`config.mk`:
```
export PLATFORM = sky130hd
export DESIGN_NAME = fpx_exc_unit
export DESIGN_NICKNAME = d
export VERILOG_FILES = /design/src/fpx_exc_unit.v /design/src/fpx_opclass.v
export VERILOG_INCLUDE_DIRS = /design/src
export SDC_FILE = /design/constraint.sdc
export NUM_CORES = 1
export LEC_CHECK = 0
export BUFFER_PORTS_ARGS = -buffer_cell sky130_fd_sc_hd__buf_2
export CORE_AREA = 4 4 212 214
export DETAILED_ROUTE_END_ITERATION = 12
export DIE_AREA = 0 0 216 218
export MAX_ROUTING_LAYER = met4
export PLACE_DENSITY = 0.57
export RECOVER_POWER = 25
export SETUP_SLACK_MARGIN = 0.05
export SLEW_MARGIN = 20
export SYNTH_ARGS = -nofsm -noshare
export SYNTH_HDL_FRONTEND = slang
export SYNTH_SLANG_ARGS = --single-unit
```
`constraint.sdc`:
```
create_clock -name core_clk_i -period 3.75 [get_ports core_clk_i]
set_clock_uncertainty 0.05 [all_clocks]
set_input_delay 0 -clock core_clk_i [delete_from_list [all_inputs] [get_ports core_clk_i]]
set_output_delay 0 -clock core_clk_i [all_outputs]
set_load 0.01 [all_outputs]
```
`src/fpx_map.vh`:
```
// constants of the floating-point exception condition unit
`ifndef FPX_MAP_VH
`define FPX_MAP_VH
// status register bit positions
`define FPX_RND_LO   0
`define FPX_XE       3
`define FPX_ZE       4
`define FPX_UE       5
`define FPX_OE       6
`define FPX_VE       7
`define FPX_INV_INT_CONVERT_FLAG    8
`define FPX_VXSQRT   9
`define FPX_INV_SOFTWARE_REQUEST_FLAG   10
`define FPX_CC_LO    12
`define FPX_CLS_LO   12
`define FPX_FI       17
`define FPX_FR       18
`define FPX_INV_COMPARE_FLAG     19
`define FPX_INV_INF_TIMES_ZERO_FLAG    20
`define FPX_INV_ZERO_DIV_ZERO_FLAG    21
`define FPX_INV_INF_DIV_INF_FLAG    22
`define FPX_INV_INF_MINUS_INF_FLAG    23
`define FPX_INV_SIGNALING_NAN_FLAG   24
`define FPX_XX       25
`define FPX_ZX       26
`define FPX_UX       27
`define FPX_OX       28
`define FPX_VX       29
`define FPX_FEX      30
`define FPX_FX       31
`define FPX_RESET    32'h0000_0000
`define FPX_EXC_MASK 32'h1FF8_0700
`define FPX_INV_MASK 32'h01F8_0700
// result class codes
`define FPX_C_QNAN   5'h11
`define FPX_C_NINF   5'h09
`define FPX_C_NNORM  5'h08
`define FPX_C_NDEN   5'h18
`define FPX_C_NZERO  5'h12
`define FPX_C_PZERO  5'h02
`define FPX_C_PDEN   5'h14
`define FPX_C_PNORM  5'h04
`define FPX_C_PINF   5'h05
`define FPX_CC_UNORD 4'h1
// operation codes
`define FPX_OP_MOVE  4'h0
`define FPX_OP_ADD   4'h1
`define FPX_OP_SUB   4'h2
`define FPX_OP_MUL   4'h3
`define FPX_OP_DIV   4'h4
`define FPX_OP_MADD  4'h5
`define FPX_OP_SQRT  4'h6
`define FPX_OP_RSQRT 4'h7
`define FPX_OP_CMPU  4'h8
`define FPX_OP_CMPO  4'h9
`define FPX_OP_CVT32 4'hA
`define FPX_OP_CVT64 4'hB
`define FPX_OP_FRSP  4'hC
// exponent limits and trap adjustments
`define FPX_BIAS     13'h03FF
`define FPX_EMAX_D   13'h03FF
`define FPX_EMAX_S   13'h007F
`define FPX_EMIN_D   13'h1C02
`define FPX_EMIN_S   13'h1F82
`define FPX_ADJ_D    13'h0600
`define FPX_ADJ_S    13'h00C0
`define FPX_QNAN     64'h7FF8_0000_0000_0000
`define FPX_INT32_MN 64'h0000_0000_8000_0000
`define FPX_INT64_MN 64'h8000_0000_0000_0000
`define FPX_SDEN_EXP 11'h381
`endif

```
`src/fpx_exc_unit.v`:
```
// floating-point exception condition unit
`timescale 1ns/1ps
`default_nettype none
`include "fpx_map.vh"
module fpx_exc_unit (
  input  wire        core_clk_i,
  input  wire        sys_rst_i,
  input  wire        op_valid_i,     // one operation completes
  input  wire [3:0]  op_kind_i,      // operation code
  input  wire        single_prec_i,  // single target precision
  input  wire [63:0] op_a_i,         // operand a
  input  wire [63:0] op_b_i,         // operand b
  input  wire [63:0] op_c_i,         // operand c (multiply, multiply-add)
  input  wire [3:0]  cmp_code_i,     // ordered compare code
  input  wire        pre_zero_i,     // intermediate is zero
  input  wire [12:0] pre_exp_i,      // exponent before rounding
  input  wire        rnd_sign_i,     // intermediate sign
  input  wire [12:0] rnd_exp_i,      // rounded, unbounded exponent
  input  wire [51:0] rnd_frac_i,     // rounded fraction
  input  wire        rnd_up_i,       // rounding incremented
  input  wire        rnd_inexact_i,  // rounding changed value
  input  wire [63:0] den_result_i,   // denormalized rounded value
  input  wire        den_up_i,       // denormal rounding incremented
  input  wire        den_inexact_i,  // denormal lost accuracy
  input  wire [63:0] int_result_i,   // integer convert result
  input  wire        int_inexact_i,  // convert rounding inexact
  input  wire        sw_wr_i,        // status word write
  input  wire [31:0] sw_wdata_i,     // status word value
  input  wire        sw_setbit_i,    // set single status bit
  input  wire [4:0]  sw_bit_i,       // bit to set
  output reg  [31:0] float_status_control_reg_o,
  output reg         dest_wr_o,      // destination write pulse
  output reg  [63:0] dest_float_reg_o
);
  ////////////////////////////////////////////////////////////
  // result helpers
  // pack sign, unbiased exponent and fraction
  function [63:0] pack;
    input        s;
    input [12:0] e;
    input [51:0] f;
    reg   [12:0] be;
    begin
      be   = e + `FPX_BIAS;
      pack = {s, be[10:0], f};
    end
  endfunction

  // largest finite magnitude of target precision
  function [63:0] maxfin;
    input s;
    input sp;
    begin
      if (sp) begin
        maxfin = pack(s, `FPX_EMAX_S, {23'h7F_FFFF, 29'h0});
      end else begin
        maxfin = {s, 11'h7FE, 52'hF_FFFF_FFFF_FFFF};
      end
    end
  endfunction

  // signed infinity
  function [63:0] infv;
    input s;
    begin
      infv = {s, 11'h7FF, 52'h0};
    end
  endfunction

  // class code of a written value
  function [4:0] cls_of;
    input [63:0] v;
    input        sp;
    reg   [10:0] e;
    begin
      e = v[62:52];
      if (e == 11'h7FF) begin
        if (|v[51:0]) begin
          cls_of = `FPX_C_QNAN;
        end else begin
          cls_of = v[63] ? `FPX_C_NINF : `FPX_C_PINF;
        end
      end else if (v[62:0] == 63'h0) begin
        cls_of = v[63] ? `FPX_C_NZERO : `FPX_C_PZERO;
      end else if (e == 11'h000 || (sp && e < `FPX_SDEN_EXP)) begin
        cls_of = v[63] ? `FPX_C_NDEN : `FPX_C_PDEN;
      end else begin
        cls_of = v[63] ? `FPX_C_NNORM : `FPX_C_PNORM;
      end
    end
  endfunction

  ////////////////////////////////////////////////////////////
  // operand classification
  wire        sa;      // operand signs
  wire        sb;
  wire        sc;
  wire        na;      // NaN operands
  wire        nb;
  wire        nc;
  wire        sna;     // signaling NaN operands
  wire        snb;
  wire        snc;
  wire        ia;      // infinite operands
  wire        ib;
  wire        ic;
  wire        za;      // zero operands
  wire        zb;
  wire        zc;
  wire [12:0] eb;      // convert source exponent
  reg  [31:0] st_r;    // status register

  fpx_opclass u_cls_a (
    .val_i  (op_a_i),
    .sign_o (sa),
    .nan_o  (na),
    .snan_o (sna),
    .inf_o  (ia),
    .zero_o (za),
    .exp_o  ()
  );
  fpx_opclass u_cls_b (
    .val_i  (op_b_i),
    .sign_o (sb),
    .nan_o  (nb),
    .snan_o (snb),
    .inf_o  (ib),
    .zero_o (zb),
    .exp_o  (eb)
  );
  fpx_opclass u_cls_c (
    .val_i  (op_c_i),
    .sign_o (sc),
    .nan_o  (nc),
    .snan_o (snc),
    .inf_o  (ic),
    .zero_o (zc),
    .exp_o  ()
  );

  ////////////////////////////////////////////////////////////
  // condition detection
  wire [3:0] k;          // operation kind
  wire       ve;         // trap enables
  wire       oe;
  wire       ue;
  wire       ze;
  wire       is_cmp;     // compare of either kind
  wire       is_cvt;     // integer convert
  wire       eff_sub;    // effective subtraction
  wire       prod_inf;   // multiply-add product infinite
  wire       c_snan;     // invalid causes
  wire       c_isi;
  wire       c_idi;
  wire       c_zdz;
  wire       c_imz;
  wire       c_vc;
  wire       c_sqrt;
  wire       c_cvi;
  wire       inv;        // any invalid cause
  wire       zdiv;       // zero divide
  wire       ovf;        // overflow
  wire       tiny;       // tiny before rounding
  wire       big32;      // convert magnitude too large
  wire       big64;

  assign k       = op_kind_i;
  assign ve      = st_r[`FPX_VE];
  assign oe      = st_r[`FPX_OE];
  assign ue      = st_r[`FPX_UE];
  assign ze      = st_r[`FPX_ZE];
  assign is_cmp  = (k == `FPX_OP_CMPU) | (k == `FPX_OP_CMPO);
  assign is_cvt  = (k == `FPX_OP_CVT32) | (k == `FPX_OP_CVT64);
  assign eff_sub = (k == `FPX_OP_MADD) ? (sa ^ sc ^ sb)
                                       : (sa ^ sb ^ (k == `FPX_OP_SUB));
  assign prod_inf = ia | ic;
  assign c_snan = (k != `FPX_OP_MOVE) & (sna | snb | snc);
  assign c_isi  = eff_sub & ia & ib &
                  ((k == `FPX_OP_ADD) | (k == `FPX_OP_SUB)) |
                  (k == `FPX_OP_MADD) & prod_inf & ib & eff_sub &
                  ~(za | zc);
  assign c_idi  = (k == `FPX_OP_DIV) & ia & ib;
  assign c_zdz  = (k == `FPX_OP_DIV) & za & zb;
  assign c_imz  = ((k == `FPX_OP_MUL) | (k == `FPX_OP_MADD)) &
                  (ia & zc | za & ic);
  assign c_vc   = (k == `FPX_OP_CMPO) & (na | nb);
  assign c_sqrt = ((k == `FPX_OP_SQRT) | (k == `FPX_OP_RSQRT)) &
                  sb & ~zb & ~nb;
  assign big32  = $signed(eb) >= $signed(13'd31) &
                  ~(sb & eb == 13'd31 & op_b_i[51:0] == 52'h0);
  assign big64  = $signed(eb) >= $signed(13'd63) &
                  ~(sb & eb == 13'd63 & op_b_i[51:0] == 52'h0);
  assign c_cvi  = is_cvt & (nb | ib |
                  ((k == `FPX_OP_CVT32) ? big32 : big64));
  assign inv    = c_snan | c_isi | c_idi | c_zdz | c_imz | c_vc |
                  c_sqrt | c_cvi;
  assign zdiv   = (k == `FPX_OP_DIV) & zb & ~nb & ~za & ~ia & ~na;
  // rounded unbounded exponent above format maximum
  assign ovf    = $signed(rnd_exp_i) >
                  $signed(single_prec_i ? `FPX_EMAX_S : `FPX_EMAX_D);
  assign tiny   = ~pre_zero_i & ($signed(pre_exp_i) <
                  $signed(single_prec_i ? `FPX_EMIN_S : `FPX_EMIN_D));

  ////////////////////////////////////////////////////////////
  // result and status selection
  reg [31:0] base;     // status after software writes
  reg [31:0] hw_set;   // flags raised by the operation
  reg [31:0] nxt;      // final next status
  reg        fld_wr;   // operation updates FR FI class
  reg [4:0]  cls;      // class to store
  reg        fr;       // rounded-up to store
  reg        fi;       // inexact-fraction to store
  reg        wr_nxt;   // destination write
  reg [63:0] res_nxt;  // destination value
  reg [12:0] adj;      // trap exponent adjustment
  reg [63:0] ovres;    // disabled overflow value
  reg [63:0] rnd_val;  // normal rounded value

  always @* begin
    base    = st_r;
    hw_set  = 32'h0000_0000;
    fld_wr  = 1'b0;
    cls     = st_r[`FPX_CLS_LO +: 5];
    fr      = 1'b0;
    fi      = 1'b0;
    wr_nxt  = 1'b0;
    res_nxt = dest_float_reg_o;
    adj     = single_prec_i ? `FPX_ADJ_S : `FPX_ADJ_D;
    rnd_val = pack(rnd_sign_i, rnd_exp_i, rnd_frac_i);
    case (st_r[`FPX_RND_LO +: 2])
      2'd0: begin
        ovres = infv(rnd_sign_i);
      end
      2'd1: begin
        ovres = maxfin(rnd_sign_i, single_prec_i);
      end
      2'd2: begin
        ovres = rnd_sign_i ? maxfin(1'b1, single_prec_i) : infv(1'b0);
      end
      default: begin
        ovres = rnd_sign_i ? infv(1'b1) : maxfin(1'b0, single_prec_i);
      end
    endcase
    // software status writes and bit sets
    if (sw_wr_i) begin
      base = sw_wdata_i;
    end else if (sw_setbit_i) begin
      base[sw_bit_i] = 1'b1;
    end
    if (op_valid_i) begin
      hw_set[`FPX_INV_SIGNALING_NAN_FLAG] = c_snan;
      hw_set[`FPX_INV_INF_MINUS_INF_FLAG]  = c_isi;
      hw_set[`FPX_INV_INF_DIV_INF_FLAG]  = c_idi;
      hw_set[`FPX_INV_ZERO_DIV_ZERO_FLAG]  = c_zdz;
      hw_set[`FPX_INV_INF_TIMES_ZERO_FLAG]  = c_imz;
      hw_set[`FPX_INV_COMPARE_FLAG]   = c_vc;
      hw_set[`FPX_VXSQRT] = c_sqrt;
      hw_set[`FPX_INV_INT_CONVERT_FLAG]  = c_cvi;
      if (k == `FPX_OP_MOVE) begin
        // moves raise nothing
        fld_wr = 1'b0;
      end else if (is_cmp) begin
        base[`FPX_CC_LO +: 4] = (na | nb) ? `FPX_CC_UNORD : cmp_code_i;
      end else if (inv) begin
        fld_wr = 1'b1;
        if (ve) begin
          cls = st_r[`FPX_CLS_LO +: 5];
        end else if (k == `FPX_OP_CVT32) begin
          // most negative word in low half
          wr_nxt  = 1'b1;
          res_nxt = `FPX_INT32_MN;
        end else if (k == `FPX_OP_CVT64) begin
          wr_nxt  = 1'b1;
          res_nxt = `FPX_INT64_MN;
        end else begin
          wr_nxt  = 1'b1;
          res_nxt = `FPX_QNAN;
          cls     = `FPX_C_QNAN;
        end
      end else if (zdiv) begin
        // zero divide flag, FR FI cleared
        hw_set[`FPX_ZX] = 1'b1;
        fld_wr          = 1'b1;
        if (!ze) begin
          wr_nxt  = 1'b1;
          res_nxt = infv(sa ^ sb);
          cls     = (sa ^ sb) ? `FPX_C_NINF : `FPX_C_PINF;
        end
      end else if (is_cvt) begin
        // valid convert keeps the class field
        fld_wr            = 1'b1;
        wr_nxt            = 1'b1;
        res_nxt           = int_result_i;
        fi                = int_inexact_i;
        hw_set[`FPX_XX]   = int_inexact_i;
      end else if (ovf) begin
        hw_set[`FPX_OX] = 1'b1;
        fld_wr          = 1'b1;
        wr_nxt          = 1'b1;
        if (oe) begin
          res_nxt         = pack(rnd_sign_i, rnd_exp_i - adj, rnd_frac_i);
          cls             = rnd_sign_i ? `FPX_C_NNORM : `FPX_C_PNORM;
          fr              = rnd_up_i;
          fi              = rnd_inexact_i;
          hw_set[`FPX_XX] = rnd_inexact_i;
        end else begin
          hw_set[`FPX_XX] = 1'b1;
          res_nxt         = ovres;
          cls             = cls_of(ovres, single_prec_i);
        end
      end else if (tiny && ue) begin
        hw_set[`FPX_UX] = 1'b1;
        fld_wr          = 1'b1;
        wr_nxt          = 1'b1;
        res_nxt         = pack(rnd_sign_i, rnd_exp_i + adj, rnd_frac_i);
        cls             = rnd_sign_i ? `FPX_C_NNORM : `FPX_C_PNORM;
        // rounding flags kept for the handler
        fr              = rnd_up_i;
        fi              = rnd_inexact_i;
        hw_set[`FPX_XX] = rnd_inexact_i;
      end else if (tiny) begin
        hw_set[`FPX_UX] = den_inexact_i;
        hw_set[`FPX_XX] = den_inexact_i;
        fld_wr          = 1'b1;
        wr_nxt          = 1'b1;
        res_nxt         = den_result_i;
        cls             = cls_of(den_result_i, single_prec_i);
        fr              = den_up_i;
        fi              = den_inexact_i;
      end else begin
        hw_set[`FPX_XX] = rnd_inexact_i;
        fld_wr          = 1'b1;
        wr_nxt          = 1'b1;
        res_nxt         = pre_zero_i ? {rnd_sign_i, 63'h0} : rnd_val;
        cls             = cls_of(res_nxt, single_prec_i);
        fr              = rnd_up_i;
        fi              = rnd_inexact_i;
      end
    end
    // set wins over a simultaneous software clear
    nxt = base | hw_set;
    // operation result fields override a software write
    if (fld_wr) begin
      nxt[`FPX_CLS_LO +: 5] = cls;
      nxt[`FPX_FR]          = fr;
      nxt[`FPX_FI]          = fi;
    end
    // software-set request is an invalid condition
    nxt[`FPX_VX] = |(nxt & `FPX_INV_MASK);
    // summary on any rising condition flag
    nxt[`FPX_FX] = base[`FPX_FX] |
                   (|(nxt & ~st_r & `FPX_EXC_MASK));
    nxt[`FPX_FEX] = (nxt[`FPX_VX] & nxt[`FPX_VE]) |
                    (nxt[`FPX_OX] & nxt[`FPX_OE]) |
                    (nxt[`FPX_UX] & nxt[`FPX_UE]) |
                    (nxt[`FPX_ZX] & nxt[`FPX_ZE]) |
                    (nxt[`FPX_XX] & nxt[`FPX_XE]);
  end

  ////////////////////////////////////////////////////////////
  // state and output registers
  always @(posedge core_clk_i or posedge sys_rst_i) begin
    if (sys_rst_i) begin
      st_r                       <= `FPX_RESET;
      float_status_control_reg_o <= `FPX_RESET;
      dest_wr_o                  <= 1'b0;
      dest_float_reg_o           <= 64'h0000_0000_0000_0000;
    end else begin
      st_r                       <= nxt;
      float_status_control_reg_o <= nxt;
      dest_wr_o                  <= wr_nxt;
      dest_float_reg_o           <= res_nxt;
    end
  end
endmodule // fpx_exc_unit
`default_nettype wire

```
`src/fpx_opclass.v`:
```
// operand classifier for double-format values
`timescale 1ns/1ps
`default_nettype none
`include "fpx_map.vh"
module fpx_opclass (
  input  wire [63:0] val_i,
  output wire        sign_o,
  output wire        nan_o,
  output wire        snan_o,
  output wire        inf_o,
  output wire        zero_o,
  output wire [12:0] exp_o
);
  wire [10:0] efld;   // biased exponent field
  wire        fnz;    // fraction non-zero

  assign efld   = val_i[62:52];
  assign fnz    = |val_i[51:0];
  assign sign_o = val_i[63];
  // all-ones exponent marks infinity or NaN
  assign nan_o  = (efld == 11'h7FF) & fnz;
  // quiet bit clear means signaling
  assign snan_o = nan_o & ~val_i[51];
  assign inf_o  = (efld == 11'h7FF) & ~fnz;
  assign zero_o = (efld == 11'h000) & ~fnz;
  // unbiased exponent
  assign exp_o  = {2'b00, efld} - `FPX_BIAS;
endmodule // fpx_opclass
`default_nettype wire

```
==> summary.txt <==
RSZ-0062 raised after global routing - no
gr usage total - 22.9%
Hold Crit Class - primary input to register
first-pass GRT wire length - 80200 um
EDFF count, synth - 0
CP endpoint kind - register
CTS HTree Levels - 3
row count - 76
1st-iter DRT viols - 1029
DR WL/cell - 23.2 um
Port Buf Inserts - 549
CTS Buf Count - 9
drt pass-1 iters - 5
Crit path required time - 4.00 ns
Top Ports - 553
CTS tree - yes
final setup violation count - 0
Via density - 5.27
CP Max Fanout - 21
Slew @ Worst Pin - 2.19 ns
Worst Hold Depth - 4
CTS resizes - 0
CTS sink count - 97
R2R cell count - 9
final RePlAce weighted congestion - 0.998
Max Slew Vio Count - 43
setup bufs post-CTS - 0
pin count of the biggest net entering global routing - 73
Min Clock Period, post-route - 3.40 ns
Starting Density - 21.7%
synthesized area per cell - 7.76 um^2
hold path startpoint - rnd_frac_i[9]
Congestion Overflow GR - 0
Die X-Extent - 216 um
final worst-path cycle share - 90.7%
Worst Hold End - dest_float_reg_o[9]$_DFFE_PP0P_
DIE HEIGHT - 218 um
synthesis-stage register bit count - 97
detailed-route DRC error count - 0
synth warn - 0
share of layout cells above drive strength 1 - 34.2%
PD cells - 290 nW/um^2
syn_nets - 1694
die area - 47100 um^2
Worst VDD drop - 206 uV
critical path's largest stage delay - 0.63 ns
number of global-route vias before repair - 12.9k
Slowest cell on crit path - or4_1
final core occ - 32.9%
filler instances - 4651
Syn Std Cell Area - 9320 um^2
Post-synth ARST share - 100%
Final Net Count - 2307
critical path's top delay family - simple AND/OR/NAND/NOR gates
FF-to-FF setup slack - 0.93 ns
most frequent cells in the layout - 516 x buf_2, 112 x nand2_1, 106 x o21ai_0
Worst-path clk slew - 0.07 ns
Setup TNS Final - 0 ns
vias - 12.8k
kind of critical path - primary input to register
register area - 2430 um^2
register area share after synthesis - 26.0%
Max Freq - 294 MHz
Post-Route WL - 56100 um
Arr. time, crit path - 3.65 ns
final hold vios - 0
critical path launch point type - primary input
initial antenna violation count - 18
most common cell after layout, fill and taps aside - buf_2
Gate Count Post-Synth - 1201
Detail Route Antenna Nets - 0
DP HPWL - 45800 um
Rel. slew slack - -46.6%
synth unique cells - 81
Clock Root Buffer - clkbuf_16
area grow syn2layout - 51.2%
failing checks - capacitance limit, slew limit
Max-Cap Viols - 1
Buf+Inv Stages, Crit Path - 4
outcome - finished with violations
crit-path cells - buf_2, nor4_1, nand2_1, or4_1, buf_4, o2111ai_1, and3_1, buf_4, o211a_1, a21oi_1, dlygate4sd3_1, o2bb2ai_2
clock latency on the worst-skew pair - 0.36 ns
multi-input combinational cell area - 6390 um^2
total core area - 42900 um^2
ys flop type - dfrtp_1
most frequent cell on the critical path - buf_4
leakage - 6.57 nW
Max Buffers Root-to-Sink - 2
worst r2r dst - dest_float_reg_o[47]$_DFFE_PP0P_
cell usage after synthesis, types with 10 or more instances:
library cell | n | share of area [%]
and3_1 | 16 | 1.1
o211ai_1 | 43 | 3.5
dfrtp_1 | 97 | 26
xnor2_1 | 10 | 0.94
nor2b_1 | 22 | 1.5
a31oi_1 | 10 | 0.67
o2bb2ai_1 | 11 | 1.0
o211a_1 | 24 | 2.6
ha_1 | 36 | 4.8
inv_1 | 50 | 2.0
nand2_1 | 112 | 4.5
a21oi_1 | 65 | 3.5
nor2_1 | 88 | 3.5
a22o_1 | 32 | 3.0
nor4_1 | 91 | 6.1
o22ai_1 | 10 | 0.67
a211oi_1 | 11 | 0.89
a221oi_1 | 13 | 1.2
nand3_1 | 31 | 1.7
o21ai_0 | 107 | 5.7
mux2_2 | 18 | 2.2
nand4_1 | 19 | 1.3
or3_1 | 10 | 0.67
nor3_1 | 25 | 1.3
clkbuf_1 | 68 | 2.7
mux2i_1 | 11 | 1.2
report_power, final:
group / leakage, nW / total, mW / internal, mW / switching (mW)
logic: 5.24 / 1.78 / 0.785 / 0.992
clock network: 0.138 / 0.959 / 0.528 / 0.431
registers: 1.20 / 1.35 / 1.22 / 0.131
total: 6.57 / 4.09 / 2.53 / 1.55
routing by layer:
layer	vias to the layer above	part of all wire [%]	GRT usage, %
li1	5865	-	-
met5	-	0	-
met1	6129	38	25.9
met4	0	4.0	9.64
met2	652	51	39.6
met3	106	7.4	4.71
layout make-up:
class | instances | area share [%]
repair buffers | 687 | 28.5
flip-flops and latches | 97 | 17.2
diodes | 18 | 0.320
multi-input cells | 968 | 45.3
clock buffers | 11 | 1.72
well taps | 585 | 5.19
clock inverters | 3 | 0.302
inverters | 51 | 1.37
timing repair:
item,CTS,global route
setup endpoints to repair,0,0
endpoints found under the hold margin,117,0
hold buffers,92,0
per-stage QoR:
| step | area [um^2] | hold WS [ns] | setup WS, ns | power [mW] | instances |
|---|---|---|---|---|---|
| 6_report | 14100 | 0.0120 | 0.350 | 4.09 | 2420 |
| 5_1_grt | 14100 | 0.00539 | 0.145 | 4.32 | 2419 |
| 4_1_cts | 14100 | 0.000157 | 0.365 | 4.13 | 2402 |
| 3_5_place_dp | 12900 | 0.0731 | 0.205 | 3.05 | 2296 |
| 3_3_place_gp | 12900 | 0.0729 | 0.197 | 3.04 | 2296 |
| 2_1_floorplan | 9320 | 0.0710 | 0.835 | 2.19 | 1201 |
worst reg2reg max path, delay by kind of cell, from the launching register on:
kind | cells | cell delay (ns)
and+or+nand+nor | 3 | 0.62
xor gates and xnor gates | 1 | 0.37
buffers and inverters | 2 | 0.95
DFF | 1 | 0.42
AOI/OAI and AO/OA | 3 | 0.37
worst max path at each step:
stage | from | to | slack (ns) | cells after the start
after floorplan | op_a_i[14] | dest_float_reg_o[51]$_DFFE_PP0P_ | 0.84 | 12
after global placement | op_a_i[5] | dest_float_reg_o[59]$_DFFE_PP0P_ | 0.20 | 12
after detailed placement | op_a_i[5] | dest_float_reg_o[59]$_DFFE_PP0P_ | 0.20 | 12
after CTS | op_a_i[5] | dest_float_reg_o[47]$_DFFE_PP0P_ | 0.36 | 12
after global routing | op_a_i[5] | dest_float_reg_o[47]$_DFFE_PP0P_ | 0.14 | 12
final | op_a_i[5] | dest_float_reg_o[47]$_DFFE_PP0P_ | 0.35 | 12
cell families (layout without fill, tap and decap cells):
kind of cell / after synthesis / count (layout) / share of synthesized area, %
flops: 97 / 97 / 26.0
fa+ha+maj: 37 / 37 / 5.05
buf+inv: 136 / 752 / 6.00
compound gates: 416 / 416 / 31.8
xor+xnor: 18 / 18 / 1.69
simple gates: 468 / 468 / 26.1
other cells: 0 / 18 / 0
mux: 29 / 29 / 3.35
(Power assumes the default switching activity.)
